## src/verilog/sbr_pkg.sv

```systemverilog
// Package: constants and types for the identification and read-length register bank
package sbr_pkg;

	// Register indices
	localparam logic [7:0] IDX_RESERVED4 = 8'h04;
	localparam logic [7:0] IDX_REV_VENDOR = 8'h05;
	localparam logic [7:0] IDX_CLASS_NUM = 8'h06;
	localparam logic [7:0] IDX_READ_LEN = 8'h07;

	// Read values
	localparam logic [7:0] RESERVED4_VALUE = 8'hFF;
	localparam logic [7:0] UNMAPPED_VALUE = 8'h00;
	localparam logic [4:0] READ_LEN_RESET = 5'h08;
	localparam int READ_LEN_MSB = 4;
	localparam logic [2:0] READ_LEN_PAD = 3'h0;

	// Identity fields; values are arbitrary
	localparam logic [3:0] SILICON_REVISION_CODE = 4'h3;
	localparam logic [3:0] MAKER_CODE = 4'hA;
	localparam logic [1:0] DEVICE_CLASS_CODE = 2'h2;
	localparam logic [5:0] DEVICE_NUMBER_CODE = 6'h15;

	// Seven-bit bus addresses picked by the address select pin
	localparam logic [6:0] BUS_ADDR_LOW = 7'h6B;
	localparam logic [6:0] BUS_ADDR_MID = 7'h6C;
	localparam logic [6:0] BUS_ADDR_HIGH = 7'h6D;
	localparam logic [1:0] ADDR_SEL_LOW = 2'h0;
	localparam logic [1:0] ADDR_SEL_MID = 2'h1;
	localparam logic [1:0] ADDR_SEL_HIGH = 2'h2;

	// Serial engine
	localparam logic [2:0] LAST_BIT = 3'h7;

	typedef enum logic [2:0] {
		ST_IDLE,
		ST_RECV,
		ST_ACK_PEND,
		ST_ACK,
		ST_SEND,
		ST_HOST_ACK,
		ST_NEXT
	} sbr_state_e;

	typedef enum logic [1:0] {
		PH_ADDR,
		PH_INDEX,
		PH_COUNT,
		PH_WDATA
	} sbr_phase_e;

	// One sample of the two bus lines
	typedef struct packed {
		logic scl;
		logic sda;
	} sbr_line_s;

endpackage

```

## src/verilog/sbr_regs.sv

```systemverilog
// SMBus slave with identification bytes and the block read-length register
// Operation
// - Index five reads revision code high nibble, maker code low nibble, read-only.
// - Index six reads two-bit class code over six-bit device number, read-only.
// - Index seven bits four to zero hold a writable read-length field.
// - Read-length field resets to eight, so a fresh block read returns eight.
// - Index seven bits seven to five are reserved, read zero, no effect.
// - Block read: index write, repeated start, count then consecutive bytes, host NACK ends.
// - Index four is reserved and always reads all ones.
`timescale 1ns/1ps

module sbr_regs (
	input wire logic ref_clk,
	input wire logic sys_rst,
	input wire logic [1:0] bus_address_select_pin,
	input wire logic scl_in,
	input wire logic sda_in,
	output logic sda_out,
	output logic sda_oe_n,
	output logic [4:0] read_length_field
);

	////////////////////////////////////////////////////////////////////////////////
	// Line synchronisers and edge detect

	sbr_pkg::sbr_line_s meta_ff, sync_ff, last_ff;
	sbr_pkg::sbr_line_s nxt_meta, nxt_sync, nxt_last;
	logic [1:0] sel_meta_ff, sel_sync_ff, nxt_sel_meta, nxt_sel_sync;

	always_comb begin
		nxt_meta = '{scl: scl_in, sda: sda_in};
		nxt_sync = meta_ff;
		nxt_last = sync_ff;
		nxt_sel_meta = bus_address_select_pin;
		nxt_sel_sync = sel_meta_ff;
	end

	always_ff @(posedge ref_clk) begin
		if (sys_rst) begin
			meta_ff <= '{scl: 1'b1, sda: 1'b1};
			sync_ff <= '{scl: 1'b1, sda: 1'b1};
			last_ff <= '{scl: 1'b1, sda: 1'b1};
		end else begin
			meta_ff <= nxt_meta;
			sync_ff <= nxt_sync;
			last_ff <= nxt_last;
		end
	end

	// Strap sync runs through reset so the latch sees the pin at release
	always_ff @(posedge ref_clk) begin
		sel_meta_ff <= nxt_sel_meta;
		sel_sync_ff <= nxt_sel_sync;
	end

	logic scl_rise, scl_fall, bus_start, bus_stop;

	always_comb begin
		scl_rise = sync_ff.scl & ~last_ff.scl;
		scl_fall = ~sync_ff.scl & last_ff.scl;
		bus_start = sync_ff.scl & last_ff.scl & last_ff.sda & ~sync_ff.sda;
		bus_stop = sync_ff.scl & last_ff.scl & ~last_ff.sda & sync_ff.sda;
	end

	////////////////////////////////////////////////////////////////////////////////
	// Bus address latched once after reset release

	logic [6:0] addr_ff, nxt_addr;
	logic addr_done_ff, nxt_addr_done;

	always_comb begin
		nxt_addr = addr_ff;
		nxt_addr_done = 1'b1;
		if (!addr_done_ff) begin
			unique case (sel_sync_ff)
				sbr_pkg::ADDR_SEL_MID: nxt_addr = sbr_pkg::BUS_ADDR_MID;
				sbr_pkg::ADDR_SEL_HIGH: nxt_addr = sbr_pkg::BUS_ADDR_HIGH;
				default: nxt_addr = sbr_pkg::BUS_ADDR_LOW;
			endcase
		end
	end

	always_ff @(posedge ref_clk) begin
		if (sys_rst) begin
			addr_ff <= sbr_pkg::BUS_ADDR_LOW;
			addr_done_ff <= 1'b0;
		end else begin
			addr_ff <= nxt_addr;
			addr_done_ff <= nxt_addr_done;
		end
	end

	////////////////////////////////////////////////////////////////////////////////
	// Register read mux

	logic [4:0] len_ff, nxt_len;
	logic [7:0] idx_ff, nxt_idx;
	logic [7:0] rd_byte;

	always_comb begin
		unique case (idx_ff)
			sbr_pkg::IDX_RESERVED4: rd_byte = sbr_pkg::RESERVED4_VALUE;
			sbr_pkg::IDX_REV_VENDOR: rd_byte = {sbr_pkg::SILICON_REVISION_CODE,
				sbr_pkg::MAKER_CODE};
			sbr_pkg::IDX_CLASS_NUM: rd_byte = {sbr_pkg::DEVICE_CLASS_CODE,
				sbr_pkg::DEVICE_NUMBER_CODE};
			sbr_pkg::IDX_READ_LEN: rd_byte = {sbr_pkg::READ_LEN_PAD, len_ff};
			default: rd_byte = sbr_pkg::UNMAPPED_VALUE;
		endcase
	end

	////////////////////////////////////////////////////////////////////////////////
	// Serial engine

	sbr_pkg::sbr_state_e state_ff, nxt_state;
	sbr_pkg::sbr_phase_e phase_ff, nxt_phase;
	logic [7:0] shift_ff, nxt_shift;
	logic [2:0] bit_ff, nxt_bit;
	logic [4:0] left_ff, nxt_left;
	logic oe_n_ff, nxt_oe_n;
	logic read_pend_ff, nxt_read_pend;

	always_comb begin
		nxt_state = state_ff;
		nxt_phase = phase_ff;
		nxt_shift = shift_ff;
		nxt_bit = bit_ff;
		nxt_left = left_ff;
		nxt_idx = idx_ff;
		nxt_len = len_ff;
		if (bus_start) begin
			nxt_state = sbr_pkg::ST_RECV;
			nxt_phase = sbr_pkg::PH_ADDR;
			nxt_bit = 3'h0;
		end else if (bus_stop) begin
			nxt_state = sbr_pkg::ST_IDLE;
		end else begin
			unique case (state_ff)
				sbr_pkg::ST_IDLE: nxt_state = sbr_pkg::ST_IDLE;
				sbr_pkg::ST_RECV: begin
					if (scl_rise) begin
						nxt_shift = {shift_ff[6:0], sync_ff.sda};
						nxt_bit = bit_ff + 3'h1;
						if (bit_ff == sbr_pkg::LAST_BIT) begin
							nxt_state = sbr_pkg::ST_ACK_PEND;
						end
					end
				end
				sbr_pkg::ST_ACK_PEND: begin
					if (scl_fall) begin
						nxt_state = sbr_pkg::ST_ACK;
						unique case (phase_ff)
							sbr_pkg::PH_ADDR: begin
								if (shift_ff[7:1] != addr_ff) begin
									nxt_state = sbr_pkg::ST_IDLE;
								end else if (shift_ff[0]) begin
									nxt_phase = sbr_pkg::PH_WDATA;
									nxt_left = len_ff;
								end else begin
									nxt_phase = sbr_pkg::PH_INDEX;
								end
							end
							sbr_pkg::PH_INDEX: begin
								nxt_idx = shift_ff;
								nxt_phase = sbr_pkg::PH_COUNT;
							end
							sbr_pkg::PH_COUNT: nxt_phase = sbr_pkg::PH_WDATA;
							sbr_pkg::PH_WDATA: begin
								if (idx_ff == sbr_pkg::IDX_READ_LEN) begin
									nxt_len = shift_ff[sbr_pkg::READ_LEN_MSB:0];
								end
								nxt_idx = idx_ff + 8'h01;
							end
						endcase
					end
				end
				sbr_pkg::ST_ACK: begin
					if (scl_fall) begin
						nxt_bit = 3'h0;
						nxt_state = sbr_pkg::ST_RECV;
						if (read_pend_ff) begin
							nxt_state = sbr_pkg::ST_SEND;
							nxt_shift = {sbr_pkg::READ_LEN_PAD, left_ff};
						end
					end
				end
				sbr_pkg::ST_SEND: begin
					if (scl_fall) begin
						nxt_shift = {shift_ff[6:0], 1'b1};
						nxt_bit = bit_ff + 3'h1;
						if (bit_ff == sbr_pkg::LAST_BIT) begin
							nxt_state = sbr_pkg::ST_HOST_ACK;
						end
					end
				end
				sbr_pkg::ST_HOST_ACK: begin
					if (scl_rise) begin
						nxt_state = sync_ff.sda ? sbr_pkg::ST_IDLE : sbr_pkg::ST_NEXT;
					end
				end
				sbr_pkg::ST_NEXT: begin
					if (scl_fall) begin
						if (left_ff == 5'h00) begin
							nxt_state = sbr_pkg::ST_IDLE;
						end else begin
							nxt_state = sbr_pkg::ST_SEND;
							nxt_shift = rd_byte;
							nxt_idx = idx_ff + 8'h01;
							nxt_left = left_ff - 5'h01;
							nxt_bit = 3'h0;
						end
					end
				end
			endcase
		end
		unique case (nxt_state)
			sbr_pkg::ST_ACK: nxt_oe_n = 1'b0;
			sbr_pkg::ST_SEND: nxt_oe_n = nxt_shift[7];
			default: nxt_oe_n = 1'b1;
		endcase
	end

	// Read direction remembered from the address byte until its ACK ends

	always_comb begin
		nxt_read_pend = read_pend_ff;
		if (state_ff == sbr_pkg::ST_ACK_PEND && scl_fall && phase_ff == sbr_pkg::PH_ADDR) begin
			nxt_read_pend = shift_ff[0];
		end else if (state_ff != sbr_pkg::ST_ACK && state_ff != sbr_pkg::ST_ACK_PEND) begin
			nxt_read_pend = 1'b0;
		end
	end

	always_ff @(posedge ref_clk) begin
		if (sys_rst) begin
			state_ff <= sbr_pkg::ST_IDLE;
			phase_ff <= sbr_pkg::PH_ADDR;
			shift_ff <= 8'h00;
			bit_ff <= 3'h0;
			left_ff <= 5'h00;
			idx_ff <= 8'h00;
			len_ff <= sbr_pkg::READ_LEN_RESET;
			oe_n_ff <= 1'b1;
			read_pend_ff <= 1'b0;
		end else begin
			state_ff <= nxt_state;
			phase_ff <= nxt_phase;
			shift_ff <= nxt_shift;
			bit_ff <= nxt_bit;
			left_ff <= nxt_left;
			idx_ff <= nxt_idx;
			len_ff <= nxt_len;
			oe_n_ff <= nxt_oe_n;
			read_pend_ff <= nxt_read_pend;
		end
	end

	////////////////////////////////////////////////////////////////////////////////
	// Outputs

	always_comb begin
		sda_out = 1'b0;
		sda_oe_n = oe_n_ff;
		read_length_field = len_ff;
	end

endmodule

```

## config.mk

```make
export PLATFORM = sky130hd
export DESIGN_NAME = sbr_regs
export DESIGN_NICKNAME = d
export VERILOG_FILES = /design/src/verilog/sbr_pkg.sv /design/src/verilog/sbr_regs.sv
export SDC_FILE = /design/constraint.sdc
export NUM_CORES = 1
export LEC_CHECK = 0
export BUFFER_PORTS_ARGS = -buffer_cell sky130_fd_sc_hd__buf_2
export CORE_ASPECT_RATIO = 1.25
export CORE_UTILIZATION = 61
export CTS_CLUSTER_DIAMETER = 150
export DETAILED_ROUTE_END_ITERATION = 8
export PLACE_DENSITY = 0.9
export SLEW_MARGIN = 10
export SYNTH_ARGS = -nofsm -noshare
export SYNTH_HDL_FRONTEND = slang
export SYNTH_SLANG_ARGS = --single-unit
```

## constraint.sdc

```tcl
create_clock -name ref_clk -period 2.1 [get_ports ref_clk]
set_input_delay 0.21 -clock ref_clk [delete_from_list [all_inputs] [get_ports ref_clk]]
set_output_delay 0.21 -clock ref_clk [all_outputs]
set_load 0.02 [all_outputs]
```

==> out/results.ini <==
[power]
seq_power_share_pct = 56.6
ir_drop_v = 0.000537
pwr_density_cell_nw_per_um2 = 564
swShare_pct = 22.0
power_leakage_nw = 1.17
internal_power_w = 0.00134
clkPwrFrac_pct = 40.2
power_frac_comb_pct = 3.2
p_switching_w = 0.000377

[logic_synthesis]
synthFlopType = dfxtp_1
seq_area_frac_synth_pct = 35.7
synth_fp_nets = 341
yosys-top-cells-area = dfxtp_1, ha_1, nor2_1
syn_inst = 323
syn_area_um2 = 2810
synth.distinct_cells = 65
ys_ff_latch = 50
avgSynthCellArea_um2 = 8.69
ys.warnings.count = 0
synth_top_cell_by_area = dfxtp_1
synth_top_area_share_pct = 35.7
synth_edf_count = 0
async_reset_ff_share_pct = 0

[routing]
num_vias = 2485
drc = 0
viasPerCell = 6.36
drtIter0Drc = 163
wl_per_cell_um = 17.1
ant_nets = 0
wl_mm = 6.68
firstDrtPassIters = 5

[grt]
grt_overflow_total = 0
track_usage_pct = 27.8
grt_pass1_wl_mm = 10.8
grt_max_degree = 33
antenna_found_initial = 0
grt_pass1_vias = 2345

[critical_path]
arrival_ps = 2220
crit_path_end_kind = register
startpoint_type = register
cp_data_required_time_ps = 2290
critPathKind = reg2reg
worstPathMaxFanout = 8

[finish]
nNetsFinal = 350
stdcell_area_um2 = 3040
syn2layout_area_growth_pct = 8.24
postLayoutCoreUtil_pct = 68.7
drive_gt1_share_pct = 17.1
num_antenna_cells = 0

[timing]
min_period_over_period_pct = 96.8
relSlewSlack_pct = 59.0
tightest_slew_ps = 609
worst_slack_ps = 67.6
final-setup-viol-count = 0
fmax_ghz = 0.492
skew_ps = 9.49
hold_slack_ps = 77.9
drv_slew = 0
finalCriticalPeriod_ps = 2030
fin_tns_setup_ps = 0
finalHoldViolCount = 0

[floorplan]
placementRows = 27
core_um2 = 4430
die_height_um = 77.9
ioPinCount = 13
fp.dieArea_um2 = 4880
initial_utilization_pct = 63.4
die_w_um = 62.7

[place]
portBuffers = 11
dp_slack_ps = -1.92
placed_cell_area_um2 = 2880
gp_congestion = 0.938
dp.final_hpwl_mm = 4.74

[run_status]
outcome = completed

[clock_tree]
cts_root_buf = clkbuf_8
path_clk_slew_ps = 90
cts_buffers = 5
htreeDepth = 2
cts_tree = built
clock_latency_ps = 310
clock-sinks = 50
clockBufferDepth = 2

[job]
maxCapViolations = 0

[worst_hold_path]
hold_class = in2reg

Yosys cell counts (5+ instances only):
cell       n
a21oi_1   18
a22oi_1    8
and3_1     6
buf_2      7
clkbuf_1   6
dfxtp_1   50
ha_1      12
inv_1     12
mux2i_1    8
nand2_1   24
nand2b_1   9
nand3_1    9
nor2_1    37
nor2b_1    5
o21ai_0   19
or2_2      7
stage by stage:
| step | instances | total power (W) |
|---|---|---|
| after floorplan | 323 | 0.00103 |
| after global placement | 380 | 0.00104 |
| after detailed placement | 380 | 0.00104 |
| after CTS | 390 | 0.00171 |
| after global routing | 391 | 0.00175 |
| final | 391 | 0.00171 |
cell families after synthesis:
kind of cell / share of synthesized area (%)
mux: 3.65
simple gates: 26.4
flops: 35.7
compound gates: 22.2
fa+ha+maj: 5.35
other cells: 0.134
xor+xnor: 0.936
buf+inv: 5.66
routing by layer:
metal / vias to the layer above / GRT usage [%] / part of all wire [%]
met3: 32 / 4.85 / 5.9
met2: 114 / 51.4 / 51
met4: 0 / 12.1 / 3.4
met1: 1163 / 30.7 / 39
li1: 1176 / - / -
met5: - / 0 / 0
registers in the layout, indices dropped and copies added, names as in the netlist:
register / cells
phase_ff: 2
sda_oe_n: 1
meta_ff: 2
sel_sync_ff: 2
addr_ff: 3
read_pend_ff: 1
left_ff: 5
bit_ff: 3
state_ff: 3
nxt_sel_sync: 2
nxt_last: 2
last_ff: 2
addr_done_ff: 1
shift_ff: 8
read_length_field: 5
idx_ff: 8
path summary, 6_finish.rpt:
kind | cells after the start | endpoint | startpoint | slack [ps]
max | 8 | shift_ff[2] | left_ff[0] | 70
min | 2 | meta_ff[1] | scl_in | 80
max reg2reg | 8 | shift_ff[2] | left_ff[0] | 70
min reg2reg | 0 | sel_sync_ff[1] | nxt_sel_sync[1] | 340
worst max-delay path, cell delays in order (launching register included):
cell and delay (ps):
dfxtp_1 410, inv_1 100, ha_1 210, nor4b_4 150, o21ai_2 120, a21boi_4 280
nand2_4 140, a221oi_2 350, a21oi_1 140
power groups by stage:
stage                     sequential [W]  clock, W  combinational [W]
after global placement          0.000992         0          0.0000496
after CTS                       0.000970  0.000685          0.0000537
final                           0.000970  0.000690          0.0000542
after detailed placement        0.000992         0          0.0000506
after global routing            0.000972  0.000720          0.0000590
after floorplan                 0.000988         0          0.0000421
placed cells by master (no fill, tap or decap), drive strengths merged, types with 3 or more instances in the layout:
| cell | count |
|---|---|
| a21oi | 18 |
| a2bb2oi | 3 |
| xnor2 | 3 |
| or3 | 3 |
| nand4 | 3 |
| nor4 | 3 |
| ha | 12 |
| o21ai | 22 |
| and2b | 3 |
| or2 | 7 |
| a221oi | 5 |
| mux2i | 8 |
| a41oi | 3 |
| a22o | 3 |
| nor3 | 5 |
| inv | 13 |
| a211o | 4 |
| nor3b | 3 |
| a31oi | 3 |
| and3b | 3 |
| nor2b | 5 |
| a22oi | 8 |
| buf | 19 |
| nand2b | 9 |
| nor2 | 37 |
| clkbuf | 5 |
| dfxtp | 50 |
| nand2 | 26 |
| nand3 | 9 |
| and3 | 6 |
layout make-up:
| cell class | instances | area [um^2] |
|---|---|---|
| Sequential cell | 50 | 1000 |
| Timing Repair Buffer | 21 | 135 |
| Multi-Input combinational cell | 241 | 1660 |
| Inverter | 13 | 51.3 |
| Tap cell | 58 | 72.6 |
| Fill cell | 352 | 1390 |
| Clock inverter | 3 | 45.0 |
| Clock buffer | 5 | 68.8 |
what timing repair did:
action | 4_1_cts | 5_1_grt
setup buffers | 0 | 1
gates resized for setup | 1 | 4
endpoints found under the hold margin | 2 | 0
endpoints found under the setup margin | 2 | 9
pin swaps | 0 | 1
hold buffers | 2 | 0
Note: power is estimated with default switching activity, not from simulation.
